<file path="config.mk">
export PLATFORM = sky130hd
export DESIGN_NAME = drive_power_state_machine
export DESIGN_NICKNAME = d
export VERILOG_FILES = /design/src/hw/pds_pkg.sv /design/src/hw/cmd_decoder.sv /design/src/hw/drive_power_state_machine.sv
export VERILOG_INCLUDE_DIRS = /design/src /design/src/hw
export SDC_FILE = /design/constraint.sdc
export NUM_CORES = 1
export LEC_CHECK = 0
export BUFFER_PORTS_ARGS = -buffer_cell sky130_fd_sc_hd__buf_2
export CAP_MARGIN = 20
export CORE_ASPECT_RATIO = 1.2
export CORE_MARGIN = 5
export CORE_UTILIZATION = 55
export CTS_CLUSTER_SIZE = 14
export DETAILED_ROUTE_END_ITERATION = 8
export PLACE_DENSITY = 0.87
export SLEW_MARGIN = 25
export SYNTH_ARGS = -nofsm -noshare
export SYNTH_HDL_FRONTEND = slang
export SYNTH_SLANG_ARGS = --single-unit
</file>
<file path="constraint.sdc">
create_clock -name clk_sys -period 2.5 [get_ports clk_sys]
set_input_delay 0.375 -clock clk_sys [delete_from_list [all_inputs] [get_ports clk_sys]]
set_output_delay 0.375 -clock clk_sys [all_outputs]
set_load 0.03 [all_outputs]
</file>
<file path="src/hw/pds_defines.svh">
`ifndef PDS_DEFINES_SVH
`define PDS_DEFINES_SVH

// control word bit positions
`define CW_SWITCH_ON 0
`define CW_ENABLE_VOLTAGE 1
`define CW_QUICK_STOP 2
`define CW_ENABLE_OP 3
`define CW_FAULT_RESET 7
// status word bit positions
`define SW_READY 0
`define SW_SWITCHED_ON 1
`define SW_OP_ENABLED 2
`define SW_FAULT 3
`define SW_VOLTAGE 4
`define SW_QUICK_STOP 5
`define SW_ON_DISABLED 6
`define SW_WARNING 7
// object indices
`define IDX_COMMAND_WORD 16'h6040
`define IDX_STATUS_WORD 16'h6041
// reset values
`define CMD_WORD_RESET 16'h0000
`define STAT_WORD_RESET 16'h0000
// fault reaction settle time in cycles
`define FAULT_REACT_CYCLES 8'h10

`endif

</file>
<file path="src/hw/pds_pkg.sv">
package pds_pkg;
  // gray-coded along power-up to operation enabled
  typedef enum logic [2:0] {
    ST_NOT_READY = 3'h0,
    ST_ON_DISABLED = 3'h1,
    ST_READY = 3'h3,
    ST_SWITCHED_ON = 3'h2,
    ST_OP_ENABLED = 3'h6,
    ST_FAULT_REACT = 3'h7,
    ST_FAULT = 3'h5,
    ST_MAIN_OFF = 3'h4
  } power_drive_state_t;

  typedef struct packed {
    logic shutdown;
    logic switchOn;
    logic enableOp;
    logic disableVoltage;
    logic faultResetEdge;
  } cmd_decode_t;
endpackage

</file>
<file path="src/hw/cmd_decoder.sv">
`timescale 1ns/1ns
`include "pds_defines.svh"
module cmd_decoder
  import pds_pkg::*;
(
  input wire logic [15:0] cmdWord,
  input wire logic prevFaultReset,
  output cmd_decode_t dec
);
  logic so;
  logic ev;
  logic qs;
  logic eo;
  assign so = cmdWord[`CW_SWITCH_ON];
  assign ev = cmdWord[`CW_ENABLE_VOLTAGE];
  assign qs = cmdWord[`CW_QUICK_STOP];
  assign eo = cmdWord[`CW_ENABLE_OP];
  // don't-care bits are simply not looked at
  always_comb begin
    dec.shutdown = qs & ev & ~so;
    dec.switchOn = qs & ev & so & ~eo;
    dec.enableOp = qs & ev & so & eo;
    dec.disableVoltage = ~ev;
    dec.faultResetEdge = cmdWord[`CW_FAULT_RESET] & ~prevFaultReset;
  end
endmodule

</file>
<file path="src/hw/drive_power_state_machine.sv">
`timescale 1ns/1ns
`include "pds_defines.svh"
// Functional notes
// one state, changed only by command word; code also steps on init, error, power loss
// status word always shows current state; code updates it one clock after the state changes
// command bits 0,1,2,3,7; shutdown, disable voltage
// switch on, disable and enable operation
// combined command auto-steps into operation enabled
// quick stop ignored, no quick-stop state
// bit 7 edge in fault resets to disabled
// elsewhere bit 7 edge clears warning only
// controller returns bit 7 to zero after
// warning in status bit 7 until reset
// not-ready during init, then switch-on disabled
// ready permits power; switched on; servo on
// parameter writes allowed except when not ready
// error: fault reaction, then fault state
// undervoltage select 0: main-power-off, shutdown stop
// undervoltage select 1: fault reaction stop
// status bits 0..6 encode the state
// don't-care bits ignored, invalid codes ignored
module drive_power_state_machine
  import pds_pkg::*;
#(
  parameter logic [7:0] FAULT_REACT_LEN = `FAULT_REACT_CYCLES
) (
  input wire logic clk_sys,
  input wire logic srst,
  input wire logic clkEn,
  input wire logic cmdWrite,
  input wire logic [15:0] cmdIndex,
  input wire logic [15:0] cmdData,
  input wire logic initDone,
  input wire logic internalError,
  input wire logic warningEvent,
  input wire logic mainPowerOk,
  input wire logic undervoltageSel,
  output logic [15:0] statusWord,
  output logic [15:0] commandWord,
  output power_drive_state_t powerDriveState,
  output logic mainPowerPermit,
  output logic servoReady,
  output logic servoOn,
  output logic paramWriteEnable,
  output logic errorsClear,
  output logic shutdownStop,
  output logic faultReactStop
);
  typedef struct packed {
    power_drive_state_t st;
    logic [15:0] cmd;
    logic prevReset;
    logic warn;
    logic autoEnable;
    logic [7:0] reactCnt;
    logic clrPulse;
    logic [15:0] status;
    logic [1:0] initSync;
    logic [1:0] powerSync;
    logic [1:0] errSync;
    logic [1:0] warnSync;
    logic [1:0] uvSync;
  } state_t;

  state_t s_q;
  state_t s_d;
  cmd_decode_t dec;
  logic initOk;
  logic powerOk;
  logic errIn;
  logic warnIn;
  logic uvSel;
  logic [6:0] code;

  // init, power, error, warning and undervoltage pins pass two flops before any logic reads them
  assign initOk = s_q.initSync[1];
  assign powerOk = s_q.powerSync[1];
  assign errIn = s_q.errSync[1];
  assign warnIn = s_q.warnSync[1];
  assign uvSel = s_q.uvSync[1];

  cmd_decoder i_cmd_decoder (
    .cmdWord(s_q.cmd),
    .prevFaultReset(s_q.prevReset),
    .dec(dec)
  );

  // state encoding of status bits 0..6
  always_comb begin
    code = 7'h00;
    case (s_q.st)
      ST_NOT_READY: code = 7'h00;
      ST_ON_DISABLED: code = 7'h60;
      ST_READY: code = 7'h21;
      ST_SWITCHED_ON: code = 7'h23;
      ST_OP_ENABLED: code = 7'h27;
      ST_FAULT_REACT: code = 7'h2F;
      ST_FAULT: code = 7'h28;
      ST_MAIN_OFF: code = 7'h60;
      default: code = 7'h00;
    endcase
  end

  // next state; a command is evaluated one cycle after it is written
  always_comb begin
    s_d = s_q;
    s_d.clrPulse = 1'b0;
    s_d.initSync = {s_q.initSync[0], initDone};
    s_d.powerSync = {s_q.powerSync[0], mainPowerOk};
    s_d.errSync = {s_q.errSync[0], internalError};
    s_d.warnSync = {s_q.warnSync[0], warningEvent};
    s_d.uvSync = {s_q.uvSync[0], undervoltageSel};
    // only the command word object is taken
    if (cmdWrite && cmdIndex == `IDX_COMMAND_WORD && s_q.st != ST_NOT_READY) begin
      s_d.cmd = cmdData;
    end
    s_d.prevReset = s_q.cmd[`CW_FAULT_RESET];
    // warning sticks; new event wins over the clear
    if (dec.faultResetEdge && s_q.st != ST_FAULT) begin
      s_d.warn = 1'b0;
    end
    if (warnIn) begin
      s_d.warn = 1'b1;
    end
    case (s_q.st)
      ST_NOT_READY: begin
        if (initOk) begin
          s_d.st = ST_ON_DISABLED;
        end
      end
      ST_ON_DISABLED: begin
        if (dec.shutdown) begin
          s_d.st = ST_READY;
        end
      end
      ST_READY: begin
        if (dec.disableVoltage) begin
          s_d.st = ST_ON_DISABLED;
        end else if ((dec.switchOn || dec.enableOp) && powerOk) begin
          s_d.st = ST_SWITCHED_ON;
          s_d.autoEnable = dec.enableOp;
        end
      end
      ST_SWITCHED_ON: begin
        s_d.autoEnable = 1'b0;
        if (dec.disableVoltage) begin
          s_d.st = ST_ON_DISABLED;
        end else if (dec.shutdown) begin
          s_d.st = ST_READY;
        end else if (dec.enableOp || s_q.autoEnable) begin
          s_d.st = ST_OP_ENABLED;
        end
      end
      ST_OP_ENABLED: begin
        if (!powerOk && !uvSel) begin
          s_d.st = ST_MAIN_OFF;
        end else if (!powerOk && uvSel) begin
          s_d.st = ST_FAULT_REACT;
          s_d.reactCnt = 8'h00;
        end else if (dec.disableVoltage) begin
          s_d.st = ST_ON_DISABLED;
        end else if (dec.shutdown) begin
          s_d.st = ST_READY;
        end else if (dec.switchOn) begin
          s_d.st = ST_SWITCHED_ON;
        end
        // quick stop (bit 2 low, bit 1 high) falls through untouched
      end
      ST_MAIN_OFF: begin
        if (dec.disableVoltage) begin
          s_d.st = ST_ON_DISABLED;
        end else if (dec.shutdown) begin
          s_d.st = ST_READY;
        end
      end
      ST_FAULT_REACT: begin
        s_d.reactCnt = s_q.reactCnt + 8'h01;
        if (s_q.reactCnt == FAULT_REACT_LEN - 8'h01) begin
          s_d.st = ST_FAULT;
        end
      end
      ST_FAULT: begin
        if (dec.faultResetEdge && !errIn) begin
          s_d.st = ST_ON_DISABLED;
          s_d.clrPulse = 1'b1;
          s_d.warn = warnIn;
        end
      end
      default: s_d.st = ST_NOT_READY;
    endcase
    // internal error overrides any operating state
    if (errIn && s_q.st != ST_NOT_READY && s_q.st != ST_FAULT_REACT
        && s_q.st != ST_FAULT) begin
      s_d.st = ST_FAULT_REACT;
      s_d.reactCnt = 8'h00;
    end
    s_d.status = {8'h00, s_q.warn, code};
  end

  always_ff @(posedge clk_sys) begin
    if (srst) begin
      s_q <= '0;
      s_q.st <= ST_NOT_READY;
      s_q.cmd <= `CMD_WORD_RESET;
      s_q.status <= `STAT_WORD_RESET;
    end else if (clkEn) begin
      s_q <= s_d;
    end
  end

  assign statusWord = s_q.status;
  assign commandWord = s_q.cmd;
  assign powerDriveState = s_q.st;
  assign mainPowerPermit = (s_q.st == ST_READY);
  assign servoReady = (s_q.st == ST_SWITCHED_ON) || (s_q.st == ST_OP_ENABLED);
  assign servoOn = (s_q.st == ST_OP_ENABLED);
  assign paramWriteEnable = (s_q.st != ST_NOT_READY);
  assign errorsClear = s_q.clrPulse;
  assign shutdownStop = (s_q.st == ST_MAIN_OFF);
  assign faultReactStop = (s_q.st == ST_FAULT_REACT);

  property p_init;
    @(posedge clk_sys) disable iff (srst)
      s_q.st == ST_NOT_READY && clkEn && initOk |=> s_q.st == ST_ON_DISABLED;
  endproperty
  a_init: assert property (p_init) else $error("init not left");

  property p_status;
    @(posedge clk_sys) disable iff (srst)
      clkEn |=> statusWord[6:0] == $past(code);
  endproperty
  a_status: assert property (p_status) else $error("status code wrong");

  property p_react;
    @(posedge clk_sys) disable iff (srst)
      s_q.st == ST_OP_ENABLED && clkEn && !errIn && !powerOk && uvSel
      |=> s_q.st == ST_FAULT_REACT;
  endproperty
  a_react: assert property (p_react) else $error("uv select 1 missed");

  property p_mainoff;
    @(posedge clk_sys) disable iff (srst)
      s_q.st == ST_OP_ENABLED && clkEn && !errIn && !powerOk && !uvSel
      |=> s_q.st == ST_MAIN_OFF;
  endproperty
  a_mainoff: assert property (p_mainoff) else $error("uv select 0 missed");

  property p_reset;
    @(posedge clk_sys) disable iff (srst)
      s_q.st == ST_FAULT && clkEn && dec.faultResetEdge && !errIn
      |=> s_q.st == ST_ON_DISABLED && errorsClear;
  endproperty
  a_reset: assert property (p_reset) else $error("fault reset failed");

  property p_warn;
    @(posedge clk_sys) disable iff (srst)
      (clkEn && warnIn) ##1 clkEn |=> statusWord[`SW_WARNING];
  endproperty
  a_warn: assert property (p_warn) else $error("warning lost");

  property p_auto;
    @(posedge clk_sys) disable iff (srst)
      s_q.st == ST_SWITCHED_ON && s_q.autoEnable && clkEn && !errIn
      && !dec.disableVoltage && !dec.shutdown |=> s_q.st == ST_OP_ENABLED;
  endproperty
  a_auto: assert property (p_auto) else $error("auto enable missed");

  property p_quick;
    @(posedge clk_sys) disable iff (srst)
      s_q.st == ST_OP_ENABLED && clkEn && powerOk && !errIn
      && !s_q.cmd[`CW_QUICK_STOP] && s_q.cmd[`CW_ENABLE_VOLTAGE]
      |=> s_q.st == ST_OP_ENABLED;
  endproperty
  a_quick: assert property (p_quick) else $error("quick stop acted");

  property p_param;
    @(posedge clk_sys) disable iff (srst)
      s_q.st == ST_NOT_READY |-> !paramWriteEnable;
  endproperty
  a_param: assert property (p_param) else $error("params open in init");

  // a write outside the accepted window must leave the latched word alone
  property p_refuse;
    @(posedge clk_sys) disable iff (srst)
      clkEn && (s_q.st == ST_NOT_READY || !cmdWrite || cmdIndex != `IDX_COMMAND_WORD)
      |=> $stable(commandWord);
  endproperty
  a_refuse: assert property (p_refuse) else $error("refused write latched");

  property p_override;
    @(posedge clk_sys) disable iff (srst)
      clkEn && errIn && s_q.st != ST_NOT_READY && s_q.st != ST_FAULT_REACT
      && s_q.st != ST_FAULT |=> s_q.st == ST_FAULT_REACT;
  endproperty
  a_override: assert property (p_override) else $error("error not reacted");

  property p_pulse;
    @(posedge clk_sys) disable iff (srst)
      errorsClear && clkEn |=> !errorsClear;
  endproperty
  a_pulse: assert property (p_pulse) else $error("clear pulse too long");

  // a frozen block must not drift, or a stalled host would see phantom moves
  property p_freeze;
    @(posedge clk_sys) disable iff (srst)
      !clkEn |=> $stable(powerDriveState) && $stable(statusWord) && $stable(commandWord);
  endproperty
  a_freeze: assert property (p_freeze) else $error("state moved while frozen");
endmodule

</file>
After elaboration in Yosys (flattened, before gate mapping)
Memories as Yosys holds them, arrays and structs flattened. A register that Yosys moved wholly into a read port is not among the register bits.
Index checks and enable logic that the tools add are counted.
Word-level totals
  word-level logic and storage cells: 99
  memories: 1
  register bits: 49
  bits in latches: 0
  memory bits (writable): 0
  ROM bits: 48
  output and inout bits: 42
  input port bits: 41
Cells by class
  bitwise operators: 9
  multiply operators: 0
  $lt $le $gt $ge: 0
  shift-type cells: 0
  mux-type cells: 30
  reductions and logical operators: 24
  add/subtract/negate cells: 1
  div/mod/pow operators: 0
  eq/ne operators: 21
Memories
  (name not given): words 8, width 6, read ports 1, clocked after Yosys merged registers in 1, wr ports 0, RTL line drive_power_state_machine.sv:91  | case (s_q.st)
Operators with widths (count)
  3-bit 2-to-1 mux: 16
  8-bit 2-to-1 mux: 3
  3-bit one-hot mux with 8 select lines: 1
  16-bit by 15-bit equality test with 1-bit output (second input constant): 1
  8-bit one-hot mux with 2 select lines: 1
  3-bit equality test (second input constant): 4
  3-bit != test (second input constant): 4
  1-bit logical AND: 10
  8-bit by 1-bit adder with 8-bit output (second input constant): 1
  8-bit by 4-bit equality test with 1-bit output (second input constant): 1
  1-bit 2-to-1 mux: 8
  4-bit AND reduction: 2
  7-bit by 2-bit != test with 1-bit output (second input constant): 1
  7-bit AND reduction: 1
  1-bit bitwise AND: 6
  3-bit by 2-bit equality test with 1-bit output (second input constant): 2
  3-bit by 1-bit != test with 1-bit output (second input constant): 2
  3-bit nonzero test: 2
  5-bit != test (second input constant): 1
  2-bit by 1-bit != test with 1-bit output (second input constant): 2
  4-bit by 2-bit != test with 1-bit output (second input constant): 1
  3-bit by 1-bit equality test with 1-bit output (second input constant): 1
  1-bit zero test: 3
  3-bit zero test: 1
  other kinds (6): 10

Longest topological paths before layout
Gate-level depths: netlist (run 1).
  word-level depth: 10
  mapped depth: 7
  mapped depth without buffers: 6

Modules after synthesis
A second synthesis (run 1) with hierarchy kept.
Second synthesis, totals
  cell total of the unflattened synthesis: 305
  area, all modules: 2597.5 um2
Modules (own cells, without submodules)
  drive_power_state_machine: area an instance 2558.7 um2, instances 1, seq. area each 960.9 um2, cells each 300
  cmd_decoder: area an instance 38.8 um2, instances 1, seq. area each 0.0 um2, cells each 5

Least setup slack after synthesis (run 1)
No wires, ideal clock.
  path kind: register -> output
  start point: reg s_q (netlist bit powerDriveState[0])
  end point: out mainPowerPermit
  path slack: 353 ps
  data required time: 2125 ps
  stages on the path, launching flop included: 5
  buffers on the path: 2
  arrival: 1772 ps
  cells stage by stage: dfxtp_1 > buf_2 > buf_1 > inv_1 > nor3b_1
Between the ends
  cells in the longest elaborated chain, start to end: 1
RTL lines
  start, declared: RTL line drive_power_state_machine.sv:65  | state_t s_q;
  3-bit by 2-bit equality test with 1-bit output: RTL line drive_power_state_machine.sv:214  | assign mainPowerPermit = (s_q.st == ST_READY);
  end, declared: RTL line drive_power_state_machine.sv:41  | output logic mainPowerPermit,
Every way passes these cells.

Worst setup path in the final report (run 1)
  start point: reg s_q (netlist bit powerDriveState[2])
  end point: out faultReactStop
Between the ends
  cells in the longest elaborated chain, start to end: 1
RTL lines
  3-bit equality test: RTL line drive_power_state_machine.sv:220  | assign faultReactStop = (s_q.st == ST_FAULT_REACT);
  end, declared: RTL line drive_power_state_machine.sv:47  | output logic faultReactStop
Every way passes these cells.

==> results.txt, run 1 <==
Status: finished, final reports clean
Die height: 85.9 um
Sequential share of the synthesized area: 0.364
Hold worst-path end: powerDriveState[0]
Area growth syn-to-layout: 10.0%
Antenna cell count: 0
Detailed router's first-iteration violation count: 171
RSZ-0062 raised after global routing: no
Max-cap violations: 0
Routability cong.: 0.909
GRT Overall Usage: 0.184
Avg Vias per Cell: 5.43
Post-DR wirelength/cell: 14.0 um
CP endpoint kind: primary output
Port bufs: 73
Critical path fanouts, max: 20
Net count, final: 391
Worst EP arrival: 1.82 ns
Fin crit period: 2.19 ns
Fin. max-slew vios: 0
Post-CTS Setup Bufs: 0
Pwr dens: 636 mW/mm^2
Placed wire-length estimate: 4300 um
Commonest non-fill, non-tap cell in the layout: buf_2
Pwr Total: 1.85 mW
Via count: 2214
Critical Path Start Type: register
# DRC: 0
Hold Crit Start: srst
Top FF cell, synth: dfxtp_1
Critical R2R Launch: powerDriveState[1]
Synth warn: 0
Synthesized area per cell: 8.55 um^2
Worst hold stages: 2
Fmax: 456 MHz
CTS Hold Bufs: 0
CTS resizes: 0
Drt pass-1 iters: 4
EDFF count, synth: 0
Worst clock skew: 0.00475 ns
Grt ovf: 0
Vias in the first global route: 2103
Cells on worst reg2reg path: 6
Antenna-violating nets left: 0
Initial antenna violation count: 0
Core area: 0.00463 mm^2
CP Class: register to primary output
Post-Syn Instances: 309
Final wirelength: 5720 um
CTS tree: yes
VDD IR max: 0.382 mV
Starting density of the core: 0.571
#FFs+latches synth: 48
Hold Vio Cnt, Final: 0
Worst Tran Pin Value: 0.709 ns
Most frequent cells in the layout: buf_2 (73), dfxtp_1 (48), nor2_1 (44)
Post-synthesis cell area: 0.00264 mm^2
Global-route wire length before repair: 9450 um
Final period util: 0.877
Clock-pin slew on the worst setup and hold paths: 0.09 ns
Area of the die: 0.00629 mm^2
Ys async rst share: 0
Die X: 73.3 um
Row count: 27
Slew margin rel.: 0.527
Hold Crit Class: input port to register
Required time of the worst setup path: 2.12 ns
Clk buf depth: 2
Cell variety after synth: 50
Clock Sinks: 48
Skew-Pair Late Insertion Delay: 0.31 ns
FF-to-FF setup slack: 0.43 ns
CTS buffer count: 5
Layout cells sized above 1: 0.266
Root Driver: clkbuf_8
H-tree depth: 2
Reg2reg end: powerDriveState[0]
Setup violations, final: 0
Io pins: 83
Largest net degree at the start of global routing: 46
Leak: 1.26 nW
Setup TNS Final: 0 ns
[how the worst max path moves through the flow]
| stage | from | cells past startpoint | end |
|---|---|---|---|
| after floorplan | powerDriveState[0] | 4 | mainPowerPermit |
| after global placement | powerDriveState[1] | 6 | powerDriveState[0] |
| after detailed placement | powerDriveState[1] | 6 | powerDriveState[0] |
| after CTS | powerDriveState[2] | 3 | faultReactStop |
| after global routing | powerDriveState[2] | 3 | faultReactStop |
| final | powerDriveState[2] | 3 | faultReactStop |
[cells by family (layout without fill, tap and decap cells)]
group	after synthesis	after routing	share of synthesized area
AOI/OAI and AO/OA	55	55	0.132
xor gates and xnor gates	1	1	0.00332
adders and majority gates	1	1	0.00474
buffers and inverters	61	94	0.147
DFF	48	48	0.364
muxes	32	32	0.121
other	1	9	0.00142
and+or+nand+nor	110	110	0.226
[cell usage after synthesis, drive strengths merged, types with 4 or more instances]
| cell | count | share of area |
|---|---|---|
| nor2 | 44 | 0.063 |
| mux2i | 32 | 0.12 |
| a211oi | 4 | 0.013 |
| nand4 | 5 | 0.012 |
| nand2b | 10 | 0.024 |
| inv | 7 | 0.0099 |
| nand2 | 11 | 0.016 |
| clkbuf | 9 | 0.013 |
| o21ai | 10 | 0.019 |
| a21oi | 21 | 0.040 |
| dfxtp | 48 | 0.36 |
| buf | 45 | 0.12 |
| nand3 | 9 | 0.017 |
| nor4 | 4 | 0.018 |
[flip-flops by register name, indices dropped and copies added (netlist names), 3 cells and up]
signal           count
s_q                 12
statusWord           7
commandWord         16
s_d                  6
powerDriveState      3
[area by class of cell]
class,instances,area (um^2)
tap,58,72.6
multi-input combinational,208,1320
sequential,48,961
clock buffer,5,68.8
timing repair buffer,79,410
clock inverter,3,46.3
inverter,7,26.3
fill,397,1720
[per-layer routing]
layer / up-vias / GRT usage / part of all wire
li1: 1117 / - / -
met1: 1019 / 0.225 / 0.41
met2: 71 / 0.313 / 0.51
met3: 7 / 0.0445 / 0.062
met4: 0 / 0.0621 / 0.013
met5: - / 0 / 0
[per-stage QoR]
stage | cells | setup WS, ns | instance area [um^2] | hold slack, ns | util
floorplan | 317 | 0.353 | 2670 | 0.446 | -
global placement | 400 | 0.570 | 2790 | 0.455 | 0.603
detailed placement | 400 | 0.470 | 2790 | 0.456 | 0.603
CTS | 408 | 0.333 | 2910 | 0.295 | 0.628
global route | 408 | 0.172 | 2910 | 0.289 | 0.628
finish | 408 | 0.307 | 2910 | 0.295 | 0.628
[power by group]
part / switching [mW] / internal [mW]
Clock: 0.274 / 0.301
Sequential: 0.0580 / 0.792
Combinational: 0.261 / 0.163
[worst max-delay path: stages (launching register included)]
cell and delay (ns):
dfxtp_1 0.79, nand3_1 0.30, inv_2 0.20, buf_2 0.22
(Power assumes the default switching activity.)
==> run 2, diff against run 1 <==
==> constraint.sdc (replaced) <==
create_clock -name clk_sys -period 2.7 [get_ports clk_sys]
set_input_delay 0.405 -clock clk_sys [delete_from_list [all_inputs] [get_ports clk_sys]]
set_output_delay 0.405 -clock clk_sys [all_outputs]
set_load 0.03 [all_outputs]
==> run 2 against run 1 <==
Against the previous run:
- combinational power decreased by 11%
- routed wire length rose by 0.37%
- cell count fell by 0.49%
- clock power fell by 6.6%
- clock skew about the same
- highest routed layer unchanged
- clock-buffer cell count stayed put
- critical endpoint is now mainPowerPermit
- sequential cell count stayed put
- total power shrank 7.1%
- sequential share of layout area up 0.17 points
==> results.txt, run 2 (same netlist as run 1, synthesis figures left out) <==
Status: finished, final reports clean
Critical Path Start Type: register
Register Area: 961 um^2
Reg2reg end: powerDriveState[0]
Hold worst-path end: commandWord[4]
Worst hold stages: 3
Grt ovf: 0
VDD IR max: 0.431 mV
CP Class: register to primary output
GRT Overall Usage: 0.179
Avg Vias per Cell: 5.52
Detailed router's first-iteration violation count: 121
Worst clock skew: 0.00493 ns
CTS Hold Bufs: 0
Hold Crit Class: input port to register
Max FFs per register: 16
Drt pass-1 iters: 4
Area of the die: 0.00629 mm^2
Vias in the first global route: 2090
Most frequent cells in the layout: buf_2 (73), dfxtp_1 (48), nor2_1 (44)
Die X: 73.3 um
Root Driver: clkbuf_8
Layout cells sized above 1: 0.261
Commonest non-fill, non-tap cell in the layout: buf_2
Bufs and invs on worst path: 2
Setup violations, final: 0
Io pins: 83
Post-CTS Setup Bufs: 0
CP endpoint kind: primary output
Clock-pin slew on the worst setup and hold paths: 0.09 ns
Area growth syn-to-layout: 9.47%
Met3 usage: 0.0516
Final period util: 0.857
Global-route wire length before repair: 9060 um
Delay-heaviest family, CP: flip-flops
Final wirelength: 5740 um
Skew-Pair Late Insertion Delay: 0.31 ns
Worst EP arrival: 1.91 ns
Initial antenna violation count: 0
Fin. max-slew vios: 0
Post-DR wirelength/cell: 14.1 um
CP max stage cell: dfxtp_1
Leak: 1.25 nW
Final non-filler cell area: 0.00289 mm^2
Clock Sinks: 48
CTS buffer count: 5
Hold Crit Start: cmdData[4]
Setup TNS Final: 0 ns
Slew margin rel.: 0.419
Antenna cell count: 0
# DRC: 0
Global-route layer with the greatest usage: met2
Met1 Use GR: 0.205
CTS tree: yes
Die height: 85.9 um
Net count, final: 389
RSZ-0062 raised after global routing: no
Worst Tran Pin Value: 0.870 ns
Via count: 2241
FF-to-FF setup slack: 0.48 ns
Pwr dens: 594 mW/mm^2
Antenna-violating nets left: 0
Hold Vio Cnt, Final: 0
Starting density of the core: 0.571
Worst path max stage delay: 0.88 ns
Largest net degree at the start of global routing: 29
Fin crit period: 2.31 ns
Required time of the worst setup path: 2.30 ns
Cells on worst reg2reg path: 5
Row count: 27
CTS resizes: 0
Routability cong.: 0.881
Placed wire-length estimate: 4200 um
Critical R2R Launch: powerDriveState[2]
Fmax: 432 MHz
Placement Cell Area: 0.00278 mm^2
Port bufs: 73
Max-cap violations: 0
H-tree depth: 2
Multi-input gate area: 0.00132 mm^2
Met2 usage: 0.300
Clk buf depth: 2
Cells along the critical path: inv_1 -> nor3b_1 -> buf_2
Critical path fanouts, max: 24
Core area: 0.00463 mm^2
Fillers: 394
## run 2: cell types whose count changed in the layout (fill, tap and decap cells not counted)
| cell | change |
|---|---|
| buf_4 | -2 |
## run 2: final cells by class
| type | count | share of cell area |
|---|---|---|
| Sequential cell | 48 | 0.332 |
| Inverter | 7 | 0.00909 |
| Tap cell | 58 | 0.0251 |
| Multi-Input combinational cell | 208 | 0.457 |
| Timing Repair Buffer | 77 | 0.137 |
| Clock buffer | 5 | 0.0238 |
| Clock inverter | 3 | 0.0160 |
## run 2: per-layer routing
metal	up-vias	share of wire
li1	1113	-
met1	1026	0.41
met2	85	0.50
met3	17	0.064
met4	0	0.021
met5	-	0
## run 2: worst reg2reg max path, stage by stage (launching register included)
cell and delay, ns:
dfxtp_1 0.90, nand2_1 0.19, and3_1 0.25, o311a_1 0.38, and2_1 0.22, a211oi_2 0.21
## run 2: through the flow
| step | power (mW) | cells | worst slack, ns | util | hold WS [ns] |
|---|---|---|---|---|---|
| after floorplan | 1.12 | 317 | 0.523 | - | 0.446 |
| after global placement | 1.18 | 398 | 0.656 | 0.600 | 0.453 |
| after detailed placement | 1.19 | 398 | 0.566 | 0.600 | 0.459 |
| after CTS | 1.73 | 406 | 0.392 | 0.625 | 0.321 |
| after global routing | 1.79 | 406 | 0.206 | 0.625 | 0.328 |
| final | 1.72 | 406 | 0.387 | 0.625 | 0.325 |
## run 2: how the worst max path moves through the flow
stage | start | end | slack [ns] | cells past startpoint
finish | powerDriveState[0] | mainPowerPermit | 0.39 | 3
global route | powerDriveState[2] | faultReactStop | 0.21 | 3
CTS | powerDriveState[2] | faultReactStop | 0.39 | 3
detailed placement | powerDriveState[2] | powerDriveState[0] | 0.57 | 5
global placement | powerDriveState[2] | powerDriveState[0] | 0.66 | 5
floorplan | powerDriveState[0] | mainPowerPermit | 0.52 | 4
## run 2: power by group
group / internal, mW / leakage, nW / switching, mW
sequential: 0.733 / 0.389 / 0.0679
clock: 0.279 / 0.0548 / 0.258
combinational: 0.147 / 0.808 / 0.232
==> run 3, diff against run 2 <==
==> constraint.sdc (replaced) <==
create_clock -name clk_sys -period 2.7 [get_ports clk_sys]
set_input_delay 0.54 -clock clk_sys [delete_from_list [all_inputs] [get_ports clk_sys]]
set_output_delay 0.54 -clock clk_sys [all_outputs]
set_load 0.03 [all_outputs]
==> run 3 against run 2 <==
Against the previous run:
- register-to-register slack better by 0.05 ns
- routed wire length is 1.2% lower
- combinational power hardly changed
- critical path type unchanged
- maximum frequency is 5.2% lower
- setup slack worse by 0.13 ns
==> results.txt, run 3 (same netlist as run 1, synthesis figures left out) <==
Worst Tran Pin Value: 0.873 ns
CTS resizes: 0
Fillers: 390
Avg Vias per Cell: 5.51
CP endpoint kind: primary output
Row count: 27
Multi-input gate area: 0.00132 mm^2
Port bufs: 73
Largest net degree at the start of global routing: 46
Detailed router's first-iteration violation count: 158
Worst EP arrival: 1.90 ns
Fin crit period: 2.44 ns
Drt pass-1 iters: 5
Layout cells sized above 1: 0.261
Setup violations, final: 0
CP Class: register to primary output
Skew-Pair Late Insertion Delay: 0.31 ns
H-tree depth: 2
Routability cong.: 0.933
CTS tree: yes
Psw: 545 uW
Clk buf depth: 2
Post-CTS Setup Bufs: 0
Post-DR wirelength/cell: 14.0 um
Critical Path Start Type: register
# DRC: 0
Seq pwr share: 0.466
Required time of the worst setup path: 2.16 ns
Critical path startpoint: powerDriveState[2]
Final non-filler cell area: 0.00289 mm^2
Int Pwr: 1.16 mW
Switching share of power: 0.320
Area growth syn-to-layout: 9.47%
Register Area: 961 um^2
Clock power frac: 0.312
Pwr dens: 589 mW/mm^2
Commonest non-fill, non-tap cell in the layout: buf_2
Clock-pin slew on the worst setup and hold paths: 0.09 ns
Core area: 0.00463 mm^2
Fmax: 410 MHz
Io pins: 83
RSZ-0062 raised after global routing: no
Placed wire-length estimate: 4240 um
Final period util: 0.904
Slew margin rel.: 0.417
Die height: 85.9 um
Global-route wire length before repair: 9400 um
Most frequent cells in the layout: buf_2 (73), dfxtp_1 (48), nor2_1 (44)
Worst clock skew: 0.00650 ns
Critical R2R Launch: powerDriveState[2]
Clock Sinks: 48
VDD IR max: 0.371 mV
Status: finished, final reports clean
Hold Crit Class: input port to register
Max-cap violations: 0
Antenna-violating nets left: 0
Hold Vio Cnt, Final: 0
Leak: 1.25 nW
Setup TNS Final: 0 ns
Starting density of the core: 0.571
Final wirelength: 5670 um
Net count, final: 389
CTS Hold Bufs: 0
Grt ovf: 0
Max FFs per register: 16
GRT Overall Usage: 0.186
CTS buffer count: 5
Via count: 2239
Initial antenna violation count: 0
Combinational Power Share: 0.222
Vias in the first global route: 2173
Fin. max-slew vios: 0
Hold Crit Start: cmdData[8]
Die X: 73.3 um
Root Driver: clkbuf_8
Critical path fanouts, max: 26
Area of the die: 0.00629 mm^2
Antenna cell count: 0
Placement Cell Area: 0.00278 mm^2
-- run 3: cell counts in the layout (fill, tap and decap cells not counted) --
Identical to the previous run, type by type.
-- run 3: cell type report --
class	count	area share
multi-input combinational	208	0.457
sequential	48	0.332
timing repair buffer	77	0.137
tap	58	0.0251
clock buffer	5	0.0238
clock inverter	3	0.0160
inverter	7	0.00909
-- run 3: path summary, 6_finish.rpt --
check	end	slack, ns	depth (start not counted)
hold / removal	commandWord[8]	0.46	3
hold reg to reg	statusWord[1]	0.47	2
setup reg to reg	powerDriveState[0]	0.53	5
setup / recovery	faultReactStop	0.26	3
-- run 3: stage by stage --
stage                     hold slack, ns  power (mW)  std cells   util  setup slack (ns)
final                              0.463        1.70        406  0.625             0.259
after global routing               0.465        1.79        406  0.625            0.0473
after global placement             0.453        1.18        398  0.600             0.663
after detailed placement           0.457        1.19        398  0.600             0.570
after CTS                          0.456        1.71        406  0.625             0.288
after floorplan                    0.446        1.12        317      -             0.388
-- run 3: worst max-delay path, stage by stage (launching register included) --
cell     delay, ns
dfxtp_1       0.90
nand3_1       0.29
inv_2         0.18
buf_2         0.22
-- run 3: power groups by stage --
stage	registers (mW)	logic (mW)	clock network [mW]
5_1_grt	0.804	0.411	0.572
6_report	0.794	0.379	0.531
3_5_place_dp	0.810	0.379	0
2_1_floorplan	0.771	0.348	0
3_3_place_gp	0.808	0.372	0
4_1_cts	0.794	0.380	0.541
-- run 3: layer usage --
layer  vias up  global-route usage  share of wire
met4         0              0.0856          0.025
met2        77               0.319           0.52
met5         -                   0              0
met1      1029               0.215           0.39
met3        16              0.0434          0.067
li1       1117                   -              -
